<file path="src/rtl/spm_map.vh">
// register offsets, field positions, reset values and timing counts of the serial port mode block
`ifndef SPM_MAP_VH
`define SPM_MAP_VH
`define SPM_MODE_ADDR 4'h0
`define SPM_CTRL_ADDR 4'h1
`define SPM_STAT_ADDR 4'h2
`define SPM_RATE_ADDR 4'h3
`define SPM_MODE_RESET 16'h0000
`define SPM_MODE_WMASK 16'hBBFF
`define SPM_BIT_ENABLE 15
`define SPM_BIT_IDLE_STOP 13
`define SPM_BIT_IR_ENABLE 12
`define SPM_BIT_RTS_MODE 11
`define SPM_BIT_PINSEL_HI 9
`define SPM_BIT_PINSEL_LO 8
`define SPM_BIT_WAKE 7
`define SPM_BIT_LOOPBACK 6
`define SPM_BIT_AUTO_RATE 5
`define SPM_BIT_RX_INVERT 4
`define SPM_BIT_HIGH_SPEED 3
`define SPM_CTRL_BIT_IDLE 0
`define SPM_CTRL_BIT_SLEEP 1
`define SPM_PINSEL_TXRX 2'h0
`define SPM_PINSEL_RTS 2'h1
`define SPM_PINSEL_RTSCTS 2'h2
`define SPM_PINSEL_BCLK 2'h3
`define SPM_SYNC_EDGES 4'h5
`endif

</file>
<file path="src/rtl/spm_mode_ctrl.v">
// mode control for an asynchronous serial port: mode register, pin muxing, wake and rate detect
`timescale 1ns/100ps
`default_nettype none
`include "spm_map.vh"
module spm_mode_ctrl #(
  parameter CW = 16
) (
  // clock and reset
  input wire clock,
  input wire srst,
  // register port
  input wire [3:0] addr,
  input wire [15:0] wdata,
  input wire wr,
  input wire rd,
  output reg [15:0] rdata,
  // device power state
  input wire device_idle,
  input wire device_sleep,
  // core serial datapath
  input wire core_tx,
  input wire core_rts,
  output wire core_rx,
  output wire core_cts,
  output wire core_run,
  input wire core_bclk,
  // port latch values for pins not owned by the port
  input wire [3:0] latch_out,
  input wire [3:0] latch_oe,
  // pins: 0 transmit, 1 request, 2 baud clock, 3 clear to send
  input wire receive_pin,
  input wire clear_to_send_pin,
  output reg transmit_pin,
  output reg transmit_pin_oe,
  output reg request_to_send_pin,
  output reg request_to_send_pin_oe,
  output reg bclk_pin,
  output reg bclk_pin_oe,
  output reg clear_to_send_pin_out,
  output reg clear_to_send_pin_oe,
  // events and mode outputs
  output reg wake_irq,
  output wire request_simplex,
  output wire infrared_active,
  output reg [CW-1:0] rate_period
);
  // register state; the mode register and the local control register are the software-visible configuration
  reg [15:0] serial_port_mode; // software mode register
  reg [1:0] power_ctrl; // idle and sleep emulation bits
  reg rx_q; // previous receive level
  reg wake_armed; // falling edge seen, waiting for rising edge
  // decoded mode fields and internal line taps
  wire enable;
  wire [1:0] pin_set_select;
  wire loopback_select;
  wire meas_done;
  wire rx_line;
  wire rx_dec;
  wire tx_enc;
  wire idle_now;
  wire sleep_now;
  // result of the rate meter, captured on its done pulse
  wire [CW-1:0] rate_period_w;
  // field decode straight off the mode register
  assign enable = serial_port_mode[`SPM_BIT_ENABLE];
  assign pin_set_select = serial_port_mode[`SPM_BIT_PINSEL_HI:`SPM_BIT_PINSEL_LO];
  assign loopback_select = serial_port_mode[`SPM_BIT_LOOPBACK];
  // power state may come from the device pins or from the emulation bits
  assign idle_now = device_idle | power_ctrl[`SPM_CTRL_BIT_IDLE];
  assign sleep_now = device_sleep | power_ctrl[`SPM_CTRL_BIT_SLEEP];
  // the port halts in idle only when idle stop is set
  assign core_run = enable & ~(idle_now & serial_port_mode[`SPM_BIT_IDLE_STOP]);
  // infrared needs the sixteen-times baud divider; otherwise bypassed
  assign infrared_active = serial_port_mode[`SPM_BIT_IR_ENABLE]
    & ~serial_port_mode[`SPM_BIT_HIGH_SPEED];
  // request pin mode is passed on; the core shapes the pin itself
  assign request_simplex = serial_port_mode[`SPM_BIT_RTS_MODE];
  // loopback and infrared both sit between the pins and the core
  // infrared: idle low, pulse on zero bits; decoder inverts back
  assign tx_enc = infrared_active ? ~core_tx : core_tx;
  // loopback feeds transmit back internally, ignoring the pin
  assign rx_line = loopback_select ? tx_enc : receive_pin;
  assign rx_dec = infrared_active ? ~rx_line : rx_line;
  // optional receive polarity inversion applies after the decoder
  assign core_rx = rx_dec ^ serial_port_mode[`SPM_BIT_RX_INVERT];
  // clear to send only used in the rts/cts pin set; held asserted low otherwise
  assign core_cts = (pin_set_select == `SPM_PINSEL_RTSCTS) ? clear_to_send_pin : 1'b0;
  // pin ownership: unselected pins stay on their port latches
  // pin outputs are combinational so ownership changes take effect at once
  always @* begin
    // defaults first, so no path through the mux infers a latch
    // transmit pin
    transmit_pin = latch_out[0];
    transmit_pin_oe = latch_oe[0];
    // request to send pin
    request_to_send_pin = latch_out[1];
    request_to_send_pin_oe = latch_oe[1];
    // baud clock pin
    bclk_pin = latch_out[2];
    bclk_pin_oe = latch_oe[2];
    // clear to send pin
    clear_to_send_pin_out = latch_out[3];
    clear_to_send_pin_oe = latch_oe[3];
    if (enable) begin
      // in loopback the transmit pin idles high instead of carrying data
      transmit_pin = loopback_select ? 1'b1 : tx_enc;
      transmit_pin_oe = 1'b1;
      case (pin_set_select)
        `SPM_PINSEL_RTS: begin
          // request pin owned; clear to send left on its latch
          request_to_send_pin = core_rts;
          request_to_send_pin_oe = 1'b1;
        end
        `SPM_PINSEL_RTSCTS: begin
          // both handshake pins owned; clear to send becomes an input
          request_to_send_pin = core_rts;
          request_to_send_pin_oe = 1'b1;
          clear_to_send_pin_oe = 1'b0;
        end
        `SPM_PINSEL_BCLK: begin
          // baud clock driven out; clear to send stays on its latch
          bclk_pin = core_bclk;
          bclk_pin_oe = 1'b1;
        end
        default: begin
          // only transmit and receive are owned
          transmit_pin_oe = 1'b1;
        end
      endcase
    end
  end
  // rate meter watches the decoded line, so infrared framing is stripped first
  // a measurement still waiting for its start edge is abandoned when the port is disabled; one already counting runs on
  spm_rate_meter #(
    .CW(CW)
  ) u_meter (
    .clock(clock),
    .srst(srst),
    .arm(serial_port_mode[`SPM_BIT_AUTO_RATE] & enable),
    .rx(rx_dec),
    .done(meas_done),
    .period(rate_period_w)
  );
  // register writes and hardware clears of the self-clearing bits
  always @(posedge clock) begin
    if (srst) begin
      // all writable bits clear at reset
      serial_port_mode <= `SPM_MODE_RESET;
      power_ctrl <= 2'h0;
      // the edge detector starts at the idle level so reset makes no false edge
      rx_q <= 1'b1;
      wake_armed <= 1'b0;
      wake_irq <= 1'b0;
      rate_period <= {CW{1'b0}};
    end else begin
      rx_q <= rx_line;
      wake_irq <= 1'b0;
      // software writes go through the mask; reserved bits stay zero
      if (wr && addr == `SPM_MODE_ADDR) begin
        serial_port_mode <= wdata & `SPM_MODE_WMASK;
      end
      // emulation bits let software exercise idle and sleep behaviour
      // the control register is local to this block, not a device register
      if (wr && addr == `SPM_CTRL_ADDR) begin
        power_ctrl <= wdata[1:0];
      end
      // wake: interrupt on falling edge while asleep
      // limitation: the edge is taken on the undecoded line, ahead of infrared decoding
      // the armed flag holds the falling edge until the line returns high
      if (serial_port_mode[`SPM_BIT_WAKE] && sleep_now && rx_q && !rx_line) begin
        wake_irq <= 1'b1;
        wake_armed <= 1'b1;
      end
      // bit drops on the following rising edge; overrides a same-cycle write
      if (wake_armed && !rx_q && rx_line) begin
        serial_port_mode[`SPM_BIT_WAKE] <= 1'b0;
        wake_armed <= 1'b0;
      end
      // measurement result, then detect bit clears itself
      // the meter's done lasts one cycle, so the clear is applied exactly once
      if (meas_done) begin
        rate_period <= rate_period_w;
        serial_port_mode[`SPM_BIT_AUTO_RATE] <= 1'b0;
      end
    end
  end
  // read data one cycle after the strobe; unmapped reads as zero
  always @(posedge clock) begin
    if (srst) begin
      // read data idles at zero
      rdata <= 16'h0000;
    end else if (rd) begin
      // decode the register index; status packs wake armed, run and infrared
      // an unmapped index returns zero
      case (addr)
        `SPM_MODE_ADDR: rdata <= serial_port_mode;
        `SPM_CTRL_ADDR: rdata <= {14'h0000, power_ctrl};
        `SPM_STAT_ADDR: rdata <= {13'h0000, wake_armed, core_run, infrared_active};
        `SPM_RATE_ADDR: rdata <= rate_period[15:0];
        default: rdata <= 16'h0000;
      endcase
    end else begin
      // no strobe, no data: stale reads never linger on the bus
      rdata <= 16'h0000;
    end
  end
endmodule
`default_nettype wire

</file>
<file path="src/rtl/spm_rate_meter.v">
// measures the bit period from a sync character on the receive line
`timescale 1ns/100ps
`default_nettype none
`include "spm_map.vh"
module spm_rate_meter #(
  parameter CW = 16
) (
  // clock and reset
  input wire clock,
  input wire srst,
  // control
  input wire arm,
  input wire rx,
  // result
  output reg done,
  output reg [CW-1:0] period
);
  // one-hot states
  localparam S_IDLE = 3'b001;
  localparam S_WAIT = 3'b010;
  localparam S_MEAS = 3'b100;
  reg [2:0] state;
  reg rx_q; // previous line level for edge detect
  reg [3:0] edges; // falling edges seen within the sync field
  reg [CW-1:0] count; // cycles since the start bit edge
  wire fall;
  assign fall = rx_q & ~rx;
  // a 55h field gives five falling edges spanning eight bit times
  always @(posedge clock) begin
    if (srst) begin
      state <= S_IDLE;
      rx_q <= 1'b1;
      edges <= 4'h0;
      count <= {CW{1'b0}};
      done <= 1'b0;
      period <= {CW{1'b0}};
    end else begin
      rx_q <= rx;
      done <= 1'b0;
      case (state)
        S_IDLE: begin
          if (arm) begin
            state <= S_WAIT;
          end
        end
        S_WAIT: begin
          // the first falling edge is the start bit of the sync field
          if (!arm) begin
            state <= S_IDLE;
          end else if (fall) begin
            state <= S_MEAS;
            edges <= 4'h1;
            count <= {CW{1'b0}};
          end
        end
        S_MEAS: begin
          count <= count + 1'b1;
          if (fall) begin
            edges <= edges + 4'h1;
            if (edges + 4'h1 == `SPM_SYNC_EDGES) begin
              // eight bit times elapsed: divide by eight
              period <= (count + 1'b1) >> 3;
              done <= 1'b1;
              state <= S_IDLE;
            end
          end
        end
        default: begin
          state <= S_IDLE;
        end
      endcase
    end
  end
endmodule
`default_nettype wire

</file>
<file path="config.mk">
export PLATFORM = sky130hd
export DESIGN_NAME = spm_mode_ctrl
export DESIGN_NICKNAME = d
export VERILOG_FILES = /design/src/rtl/spm_mode_ctrl.v /design/src/rtl/spm_rate_meter.v
export VERILOG_INCLUDE_DIRS = /design/src /design/src/rtl
export SDC_FILE = /design/constraint.sdc
export NUM_CORES = 1
export LEC_CHECK = 0
export BUFFER_PORTS_ARGS = -buffer_cell sky130_fd_sc_hd__buf_2
export CAP_MARGIN = 15
export CORE_MARGIN = 2
export CORE_UTILIZATION = 45
export DETAILED_ROUTE_END_ITERATION = 16
export PLACE_DENSITY = 0.77
export SLEW_MARGIN = 20
export SYNTH_ARGS = -nofsm -noshare
export SYNTH_HDL_FRONTEND = slang
export SYNTH_SLANG_ARGS = --single-unit
</file>
<file path="constraint.sdc">
create_clock -name clock -period 4.15 [get_ports clock]
set_input_delay 0.2075 -clock clock [delete_from_list [all_inputs] [get_ports clock]]
set_output_delay 0.2075 -clock clock [all_outputs]
set_load 0.1 [all_outputs]
</file>
Word-level counts from Yosys, hierarchy flattened:

Cells that the tools add are included.

* register bits after elaboration: 86
* bits in latches: 0
* bits in writable memories: 0
* ROM bits: 0
* output and inout bits: 46
* memories: 0

* add/subtract/negate cells: 2
* multipliers: 0
* divide/modulo/power cells: 0
* magnitude comparators: 0
* equality and inequality tests: 16
* shift operators: 0
* muxes and demuxes: 33
* bitwise logic cells: 16
* reduce and logical (&&, ||, !) cells: 20

Operators by type and width (count)
* one-hot mux 16 bit (4 select lines): 1
* two-way mux 16 bit: 2
* one-hot mux 16 bit (2 select lines): 1
* two-way mux 1 bit: 19
* adder 16 x 1 -> 16 bit, second input constant: 1
* two-way mux 3 bit: 5
* two-way mux 4 bit: 3
* != test 2 x 1 -> 1 bit, second input constant: 5
* one-hot mux 3 bit (3 select lines): 1
* == test 4 x 2 -> 1 bit, second input constant: 2
* NOT 1 bit: 8
* one-hot mux 4 bit (2 select lines): 1
* AND reduction 4 bit: 2
* OR reduction 2 bit: 4
* logical AND 1 bit: 7
* AND reduction 3 bit: 2
* bitwise AND 1 bit: 5
* adder 4 x 1 -> 4 bit, second input constant: 1
* == test 2 bit, second input constant: 2
* == test 4 x 1 -> 1 bit, second input constant: 1
* == test 4 x 3 -> 1 bit, second input constant: 1
* logical NOT 4 bit: 1
* == test 3 x 1 -> 1 bit, second input constant: 1
* == test 3 x 2 -> 1 bit, second input constant: 1
* other kinds (8): 10

Logic depth before layout (Yosys ltp):

Gate-level depths: netlist (run 1).

* depth in word-level cells: 11
* gate-level depth with buffers: 8
* gate-level depth less buffers: 7

Cells and area by module:

From an unflattened synthesis (run 1), not the netlist that was laid out.

* cell total of the unflattened synthesis: 444
* area total of the unflattened synthesis: 4124.0 sq um

By module, submodules not included
* spm_mode_ctrl: instances 1, cells each 209, area an instance 2104.5 sq um, sequential area each 1021.0 sq um
* spm_rate_meter: instances 1, cells each 235, area an instance 2019.4 sq um, sequential area each 760.7 sq um

Worst setup path after synthesis (run 1):

OpenSTA, ideal clock, no wires.

* path kind: reg2out
* start point: register serial_port_mode[8]
* end point: output clear_to_send_pin_oe
* arrival time: 2.775 ns
* data required time: 3.943 ns
* slack: 1.167 ns
* stages on the path, launching flop included: 4
* buffers on the path: 0
* cells stage by stage: dfxtp_1 > inv_1 > ha_1 > a21boi_0

* cells in the longest elaborated chain, start to end: 3

Ends and longest elaborated chain
* start, declared: RTL line spm_mode_ctrl.v:48 `reg [15:0] serial_port_mode;`
* start signal, assigned: RTL line spm_mode_ctrl.v:148 `` serial_port_mode <= `SPM_MODE_RESET; ``
* start signal, assigned: RTL line spm_mode_ctrl.v:160 `` serial_port_mode <= wdata & `SPM_MODE_WMASK; ``
* == test 2 bit: RTL line spm_mode_ctrl.v:108 `case (pin_set_select)`
* two-way mux 1 bit: RTL line spm_mode_ctrl.v:108
* two-way mux 1 bit: RTL line spm_mode_ctrl.v:104 `if (enable) begin`
* end, declared: RTL line spm_mode_ctrl.v:40 `output reg clear_to_send_pin_oe,`

No other way between the ends.

Final worst setup path (run 1):

* start point: register serial_port_mode[6]
* end point: register u_meter.period[3]

* cells in the longest elaborated chain, start to end: 6

Ends and longest elaborated chain
* two-way mux 1 bit (*): RTL line spm_mode_ctrl.v:82 `assign rx_line = loopback_select ? tx_enc : receive_pin;`
* NOT 1 bit: RTL line spm_mode_ctrl.v:83 `assign rx_dec = infrared_active ? ~rx_line : rx_line;`
* two-way mux 1 bit (*): RTL line spm_mode_ctrl.v:83
* NOT 1 bit (*): RTL line spm_rate_meter.v:27 `assign fall = rx_q & ~rx;`
* bitwise AND 1 bit (*): RTL line spm_rate_meter.v:27
* AND reduction 3 bit (no source line) (*)
* end signal, assigned: RTL line spm_rate_meter.v:36 `period <= {CW{1'b0}};`
* end signal, assigned: RTL line spm_rate_meter.v:62 `period <= (count + 1'b1) >> 3;`
* end, declared: RTL line spm_rate_meter.v:16 `output reg [CW-1:0] period`

Mark *: on every way between the ends. The rest lies on a longest branch, timed or not.
A chain may end at the register's enable or synchronous reset.

==> flow_summary.yaml, run 1 <==
worst_setup_path:
  path_max_fanout: 26
  worstRegToRegCells: 5
  r2r-start: "serial_port_mode[6]$_SDFFE_PP0P_"
  r2r_slack_ns: 1.57
  critical_path_required_ns: 4.42
  cp.arrival_ns: 2.86
  end_kind: "flop"
  critical_path_class: "flop to flop"
  r2r-end: "u_meter.period[3]$_SDFFE_PP0P_"
  crit_path_start_kind: "flop"
clock_tree:
  cts-root-buf: "clkbuf_8"
  path_clk_slew_ns: 0.09
  insertion_delay_ns: 0.36
  cts.sinks: 85
  htreeDepth: 3
  numCtsBuffers: 9
  ctsHoldBuffers: 0
  cts.repair.resized: 0
  cts_tree: "yes"
  post-cts-setup-buffers: 0
  cts.path.max_buffers: 2
die:
  fp.dieH_um: 95.8
  die_w_um: 95.8
  start_util_pct: 46.4
  core_um2: 8180
  die_area_um2: 9180
  num_rows: 33
  pin_count: 85
pwr:
  leakage_nw: 1.63
  power.density_nw_per_um2: 342
  power_mw: 1.49
  ir_drop_mv: 0.126
synth:
  async_flop_share_pct: 0
  synth_top_area_share_pct: 44.9
  ys_dominant_reg_cell: "dfxtp_1"
  yosysWarnings: 0
  ys_top_cells_by_area: "dfxtp_1 45%, nor2_1 7.3%, nand2_1 4.6%"
  syn_avg_cell_area_um2: 8.76
  synth_edf_count: 0
  ys_seq_area_share_pct: 44.9
  synthCells: 433
  ys_types: 53
  synth_top_cell_by_area: "dfxtp_1"
  synth_area_um2: 3790
  ys_ff_latch: 85
final_layout:
  fin_area_um2: 4370
  layout-drive-gt1-share_pct: 22.6
  fill_cells: 759
  antenna_cells: 0
  nets: 538
  final_cell_count_no_fill: 604
  mostFrequentLayoutCell: "dfxtp_1"
  layout_common_cells: "85 x dfxtp_1, 76 x buf_2, 73 x nor2_1, 46 x nand2_1, 27 x a21oi_1"
  syn_to_final_growth_pct: 15.2
place:
  numPortBuffers: 76
  placed_area_um2: 4180
  place_hpwl_um: 6340
  gp_congestion: 0.803
  numPlacedInstances: 588
  dpl_worst_slack_ns: 1.60
hold_path:
  hold_class: "input port to flop"
  whs_path_depth: 3
  whs_endpoint: "serial_port_mode[15]$_SDFFE_PP0P_"
  min_from: "wdata[15]"
timing:
  worst-slew-pin-transition_ns: 1.04
  maxSlewHeadroom_pct: 30.1
  slew_violations: 0
  max_freq_mhz: 387
  min_period_over_period_pct: 62.3
  setup_viol: 0
  skew_ns: 0.0117
  rsz0062_at_grt: "no"
  setup-tns-final_ns: 0
  fin_ws_ns: 1.57
  final-hold-violation-count: 0
  period_needed_ns: 2.58
global_routing:
  grt.total_usage_pct: 19.7
  grt_pass1_vias: 2941
  grt_util_met3_pct: 3.52
  overflow: 0
  met2_usage_pct: 34.6
  grt_max_degree: 42
  busiest_layer: "met2"
  grt_first_pass_wirelength_um: 14000
  met1_usage_pct: 23.6
  antenna_found_initial: 0
drt:
  drc_errors: 0
  vias: 3280
  firstDrtPassIters: 4
  antenna_left: 0
  vias_per_cell: 5.43
  drt_iter0_drc: 190
  finalWirelength_um: 8770
  routedWlPerCell_um: 14.5
flow_run:
  drv_cap: 0
outcome:
  status: "finished clean"
routing by layer:
layer | wire [um] | part of all wire (%)
met1 | 3770 | 43
met2 | 4350 | 50
met3 | 534 | 6.1
met4 | 117 | 1.3
met5 | 0 | 0
cell families (layout without fill, tap and decap cells):
family	after synthesis	count (layout)	synth area share, %
AOI/OAI and AO/OA	91	91	17.4
xor gates and xnor gates	15	15	3.46
adders and majority gates	5	5	1.65
buffers and inverters	39	102	4.92
DFF	85	85	44.9
muxes	21	21	6.00
other	1	4	0.0989
and+or+nand+nor	176	176	21.6
how the worst max path moves through the flow:
stage,startpoint,endpoint,slack [ns],cells past startpoint
after floorplan,serial_port_mode[8]$_SDFFE_PP0P_,clear_to_send_pin_oe,1.17,3
after global placement,serial_port_mode[6]$_SDFFE_PP0P_,u_meter.period[10]$_SDFFE_PP0P_,1.72,5
after detailed placement,serial_port_mode[6]$_SDFFE_PP0P_,u_meter.period[3]$_SDFFE_PP0P_,1.60,5
after CTS,serial_port_mode[6]$_SDFFE_PP0P_,u_meter.period[3]$_SDFFE_PP0P_,1.58,5
after global routing,serial_port_mode[6]$_SDFFE_PP0P_,u_meter.period[10]$_SDFFE_PP0P_,1.37,5
final,serial_port_mode[6]$_SDFFE_PP0P_,u_meter.period[3]$_SDFFE_PP0P_,1.57,5
synthesized netlist by cell type, types with 3 or more instances:
| library cell | instances |
|---|---|
| a311oi_1 | 9 |
| buf_4 | 6 |
| nor2_1 | 74 |
| mux2i_1 | 16 |
| inv_1 | 8 |
| nand3b_1 | 3 |
| o21ai_0 | 7 |
| mux2_2 | 4 |
| a211oi_2 | 7 |
| nor4_1 | 3 |
| ha_1 | 5 |
| and3_1 | 6 |
| a211oi_1 | 13 |
| nor3_1 | 5 |
| nor2b_1 | 4 |
| nand4_1 | 3 |
| nand2_1 | 46 |
| nand3_1 | 7 |
| xor2_1 | 7 |
| or4_1 | 4 |
| nand2b_1 | 6 |
| dfxtp_1 | 85 |
| o21a_1 | 4 |
| clkbuf_1 | 20 |
| a22oi_1 | 12 |
| and2_1 | 3 |
| xnor2_1 | 8 |
| a21oi_1 | 27 |
sequential cells by signal, indices dropped and copies added, names as in the netlist, 2 cells and up:
signal,flops
rdata,15
u_meter.edges,4
power_ctrl,2
u_meter.period,13
serial_port_mode,14
u_meter.state,3
u_meter.count,16
rate_period,13
worst max-delay path, cell delays in order (launching register included):
cell and delay [ns]:
dfxtp_1 0.55, nor2b_2 0.12, a2111o_1 0.57, nor3_4 0.90, nor2_1 0.08, a211oi_1 0.27
report_power, final:
part	total, mW	internal [mW]	switching [mW]
Sequential	0.821	0.818	0.00326
Clock	0.559	0.231	0.328
Combinational	0.114	0.0255	0.0881
Total	1.49	1.07	0.420
metrics by stage:
stage	utilization [%]	hold slack, ns
after floorplan	-	0.343
after global placement	51.1	0.416
after detailed placement	51.1	0.416
after CTS	53.4	0.0697
after global routing	53.4	0.0775
final	53.4	0.0822
area by class of cell:
cell class                      instances  area [um2]  share of cell area, %
Clock buffer                            9         124                   2.84
Inverter                                8        30.0                  0.687
Timing Repair Buffer                   78         395                   9.05
Clock inverter                          7        62.6                   1.43
Tap cell                              105         131                   3.01
Sequential cell                        85        1700                   38.9
Multi-Input combinational cell        312        1920                   44.0
No activity file was read; power rests on OpenSTA's default activity.
==> inputs of run 2 (changes only) <==
--- a/config.mk
+++ b/config.mk
@@ -11,7 +11,7 @@
 export CORE_MARGIN = 2
 export CORE_UTILIZATION = 45
 export DETAILED_ROUTE_END_ITERATION = 16
-export PLACE_DENSITY = 0.77
+export PLACE_DENSITY = 0.8
 export SLEW_MARGIN = 20
 export SYNTH_ARGS = -nofsm -noshare
 export SYNTH_HDL_FRONTEND = slang
==> constraint.sdc (replaced) <==
create_clock -name clock -period 2.2 [get_ports clock]
set_input_delay 0.11 -clock clock [delete_from_list [all_inputs] [get_ports clock]]
set_output_delay 0.11 -clock clock [all_outputs]
set_load 0.1 [all_outputs]
==> run 2 against run 1 <==
Compared with the run above: non-clock buffer count increased by 17; wire length increased by 6.1%; cell count increased by 2.8%; hold slack got worse by 0.078 ns; critical endpoint is now request_to_send_pin; sequential power increased by 89%; die area unchanged; highest routed layer unchanged; first-iteration DRC count increased by 7.4%; flip-flop and latch count unchanged.
==> flow_summary.yaml, run 2 (synthesis results as in run 1) <==
timing:
  min_period_over_period_pct: 95.6
  worst-slew-pin-transition_ns: 0.785
  skew_ns: 0.0128
  rsz0062_at_grt: "no"
  final-hold-violation-count: 0
  slew_violations: 0
  max_freq_mhz: 476
  maxSlewHeadroom_pct: 47.6
  period_needed_ns: 2.10
  setup-tns-final_ns: 0
  setup_viol: 0
final_layout:
  mostFrequentLayoutCell: "dfxtp_1"
  final_cell_count_no_fill: 621
  regMostFlops: "u_meter.count"
  layout-drive-gt1-share_pct: 24.0
  reg_top3: "u_meter.count (16), rdata (15), serial_port_mode (14)"
  post-route-util_pct: 55.9
  nets: 555
  syn_to_final_growth_pct: 20.5
  largest_reg_flops: 16
  layout_common_cells: "85 x dfxtp_1, 75 x buf_2, 74 x nor2_1, 46 x nand2_1, 26 x a21oi_1"
  antenna_cells: 0
die:
  num_rows: 33
  start_util_pct: 46.4
  die_area_um2: 9180
  die_w_um: 95.8
  fp.dieH_um: 95.8
  core_um2: 8180
  pin_count: 85
pwr:
  power_mw: 2.85
  leakage_nw: 1.72
  ir_drop_mv: 0.305
  power.density_nw_per_um2: 624
clock_tree:
  numCtsBuffers: 9
  cts_tree: "yes"
  path_clk_slew_ns: 0.09
  insertion_delay_ns: 0.36
  post-cts-setup-buffers: 0
  cts.path.max_buffers: 2
  cts-root-buf: "clkbuf_8"
  cts.sinks: 85
  htreeDepth: 3
worst_setup_path:
  critPathSlowestCell: "dfxtp_1"
  crit_path_start_kind: "flop"
  cp_slowest_stage_delay_ns: 0.48
  end_kind: "output port"
  critical_path_class: "flop to output port"
  crit_family: "buffers and inverters"
  worstPathCellList: "inv_1 -> ha_1 -> nand2b_1 -> mux2_2 -> buf_2"
  cp.arrival_ns: 1.99
  cp_num_buf_inv: 2
  critical_path_required_ns: 2.09
  path_max_fanout: 4
global_routing:
  grt_max_degree: 28
  grt_pass1_vias: 3109
  overflow: 0
  antenna_found_initial: 0
  grt_first_pass_wirelength_um: 14800
  grt.total_usage_pct: 20.5
place:
  gp_congestion: 0.834
  numPortBuffers: 76
  place_hpwl_um: 6510
  numPlacedInstances: 596
outcome:
  status: "finished clean"
drt:
  finalWirelength_um: 9300
  drc_errors: 0
  vias_per_cell: 5.41
  drt_iter0_drc: 204
  vias: 3361
  antenna_left: 0
  routedWlPerCell_um: 15.0
  firstDrtPassIters: 4
hold_path:
  hold_class: "input port to flop"
flow_run:
  drv_cap: 0
-- run 2: cell types whose count changed in the layout (fill, tap and decap cells not counted), sizes merged --
cell         previous run  this run
clkbuf                  9        10
buf                    78        86
dlygate4sd3             0         9
inv                    13        12
-- run 2: final cells by class --
type,count,area (um2)
fill,697,3610
multi-input combinational,312,1940
sequential,85,1700
timing repair buffer,95,573
clock buffer,10,138
tap,105,131
clock inverter,6,51.3
inverter,8,30.0
-- run 2: worst register-to-register path, stage by stage, from the launching register on --
cell and delay, ns:
dfxtp_1 0.52, nor2b_2 0.13, a2111o_1 0.57, nor3_4 0.27, buf_12 0.19, nor2_1 0.08, a211oi_2 0.22
-- run 2: final timing paths --
check,startpoint,endpoint,slack (ns),cells after the start
worst max-delay path,serial_port_mode[8]$_SDFFE_PP0P_,request_to_send_pin,0.1,5
worst min-delay path,wdata[0],serial_port_mode[0]$_SDFFE_PP0P_,0.004,3
worst max register to register,serial_port_mode[6]$_SDFFE_PP0P_,u_meter.period[7]$_SDFFE_PP0P_,0.13,6
worst min register to register,serial_port_mode[0]$_SDFFE_PP0P_,serial_port_mode[0]$_SDFFE_PP0P_,0.47,2
-- run 2: power breakdown --
part           total (mW)  internal (mW)  switching [mW]
combinational       0.241         0.0667           0.175
clock                1.06          0.459           0.600
sequential           1.55           1.54         0.00585
-- run 2: what timing repair did --
action,in CTS,in global routing
resized for setup,1,1
hold endpoints to repair,9,0
endpoints found under the setup margin,1,3
hold buffers,9,0
pin swaps,0,0
-- run 2: layer usage --
layer | track usage, % | vias up | wire [um]
met4 | 11.7 | 0 | 349
met1 | 23.9 | 1549 | 3850
met2 | 35.4 | 116 | 4540
li1 | - | 1672 | -
met5 | 0 | - | 0
met3 | 3.68 | 24 | 562
-- run 2: stage by stage --
stage	hold slack, ns	area, um2	setup slack [ns]
floorplan	0.246	3810	0.0529
global placement	0.221	4280	0.189
detailed placement	0.221	4280	0.146
CTS	0.00154	4560	0.122
global route	0.0128	4570	0.0131
finish	0.00447	4570	0.0975
==> inputs of run 3 (changes only) <==
--- a/config.mk
+++ b/config.mk
@@ -6,7 +6,7 @@
 export SDC_FILE = /design/constraint.sdc
 export NUM_CORES = 1
 export LEC_CHECK = 0
-export BUFFER_PORTS_ARGS = -buffer_cell sky130_fd_sc_hd__buf_2
+export BUFFER_PORTS_ARGS = -buffer_cell sky130_fd_sc_hd__clkbuf_2
 export CAP_MARGIN = 15
 export CORE_MARGIN = 2
 export CORE_UTILIZATION = 45
==> run 3 against run 2 <==
Compared with the run above: wire length increased by 0.31%; combinational power is 2% higher; clock power barely moved; total power rose by 0.44%; fmax decreased by 0.37%; sequential share of layout area is 0.22 points lower; setup slack worse by 0.0077 ns; cell count grew 0.48%; first-iteration DRC count is 21% lower; global-route usage is 0.34 points higher; sequential power about the same.
==> flow_summary.yaml, run 3 (synthesis results as in run 1) <==
final_layout:
  layout_common_cells: "84 x dfxtp_1, 74 x clkbuf_2, 73 x nor2_1, 46 x nand2_1, 26 x a21oi_1"
  nets: 558
  antenna_cells: 0
  mostFrequentLayoutCell: "dfxtp_1"
  layout-drive-gt1-share_pct: 23.9
  regMostFlops: "u_meter.count"
  syn_to_final_growth_pct: 21.3
  reg_top3: "u_meter.count (16), rdata (15), serial_port_mode (14)"
  post-route-util_pct: 56.3
  fin_area_um2: 4600
  fill_cells: 700
  largest_reg_flops: 16
place:
  placed_area_um2: 4270
  place_hpwl_um: 6420
  numPortBuffers: 76
  dpl_worst_slack_ns: 0.156
  gp_congestion: 0.849
clock_tree:
  numCtsBuffers: 9
  cts.sinks: 85
  cts.path.max_buffers: 2
  htreeDepth: 3
  path_clk_slew_ns: 0.09
  cts-root-buf: "clkbuf_8"
  insertion_delay_ns: 0.37
  post-cts-setup-buffers: 0
  cts_tree: "yes"
timing:
  setup_viol: 0
  max_freq_mhz: 474
  hold_slack_ns: 0.0604
  skew_ns: 0.0151
  final-hold-violation-count: 0
  worst-slew-pin-transition_ns: 0.765
  maxSlewHeadroom_pct: 48.9
  setup-tns-final_ns: 0
  slew_violations: 0
  min_period_over_period_pct: 95.9
  fin_ws_ns: 0.0898
  rsz0062_at_grt: "no"
  period_needed_ns: 2.11
die:
  die_w_um: 95.8
  num_rows: 33
  die_area_um2: 9180
  start_util_pct: 46.4
  pin_count: 85
  core_um2: 8180
  fp.dieH_um: 95.8
drt:
  firstDrtPassIters: 4
  finalWirelength_um: 9330
  drt_iter0_drc: 162
  drc_errors: 0
  antenna_left: 0
  vias: 3440
  vias_per_cell: 5.51
  routedWlPerCell_um: 15.0
worst_setup_path:
  path_max_fanout: 4
  worstRegToRegCells: 4
  critical_path_required_ns: 2.09
  cp.arrival_ns: 2.00
  crit_path_start_kind: "flop"
  end_kind: "output port"
  critical_path_class: "flop to output port"
pwr:
  ir_drop_mv: 0.304
  leakage_nw: 1.71
  power.density_nw_per_um2: 622
hold_path:
  hold_class: "input port to flop"
  whs_path_depth: 3
global_routing:
  overflow: 0
  grt_first_pass_wirelength_um: 14800
  grt_pass1_vias: 3145
  grt.total_usage_pct: 20.9
  antenna_found_initial: 0
  grt_max_degree: 68
flow_run:
  drv_cap: 0
outcome:
  status: "finished clean"
run 3: worst paths after layout:
check	start	to	slack [ns]
worst max register to register	u_meter.state[1]$_SDFFE_PP0P_	u_meter.count[14]$_SDFFE_PP0P_	0.22
worst max-delay path	serial_port_mode[8]$_SDFFE_PP0P_	request_to_send_pin	0.09
worst min-delay path	wdata[5]	serial_port_mode[5]$_SDFFE_PP0P_	0.06
worst min register to register	serial_port_mode[1]$_SDFFE_PP0P_	serial_port_mode[1]$_SDFFE_PP0P_	0.47
run 3: area by class of cell:
| cell class | instances | area [um2] | area share (%) |
|---|---|---|---|
| clock inverters | 7 | 65.1 | 1.41 |
| inverters | 8 | 30.0 | 0.653 |
| repair buffers | 98 | 606 | 13.2 |
| well taps | 105 | 131 | 2.86 |
| multi-input cells | 312 | 1940 | 42.2 |
| clock buffers | 9 | 124 | 2.69 |
| flip-flops and latches | 85 | 1700 | 37.0 |
run 3: stage by stage:
stage,total power [mW],cells
floorplan,1.76,436
global placement,1.81,595
detailed placement,1.81,595
CTS,2.86,624
global route,2.96,624
finish,2.86,624
run 3: timing repair:
action | in CTS | in global routing
hold endpoints to repair | 13 | 0
setup endpoints to repair | 0 | 14
hold buffers | 13 | 0
resized for setup | 0 | 4
run 3: per-layer routing:
layer | GRT usage (%) | vias up | routed length [um]
met3 | 5.56 | 30 | 661
met2 | 35.0 | 140 | 4430
met5 | 0 | - | 0
met1 | 23.5 | 1598 | 3860
li1 | - | 1672 | -
met4 | 13.2 | 0 | 380
run 3: worst max-delay path: stages, from the launching register on:
cell and delay [ns]:
dfxtp_1 0.47, inv_1 0.08, ha_1 0.29, nand2b_1 0.16
mux2_2 0.22, buf_2 0.41
run 3: power breakdown:
group          total [mW]  switching [mW]  internal [mW]  leakage [nW]
logic               0.246           0.176         0.0699         0.933
clock network        1.07           0.630          0.437        0.0943
registers            1.55         0.00599           1.54         0.686
total                2.86           0.812           2.05          1.71
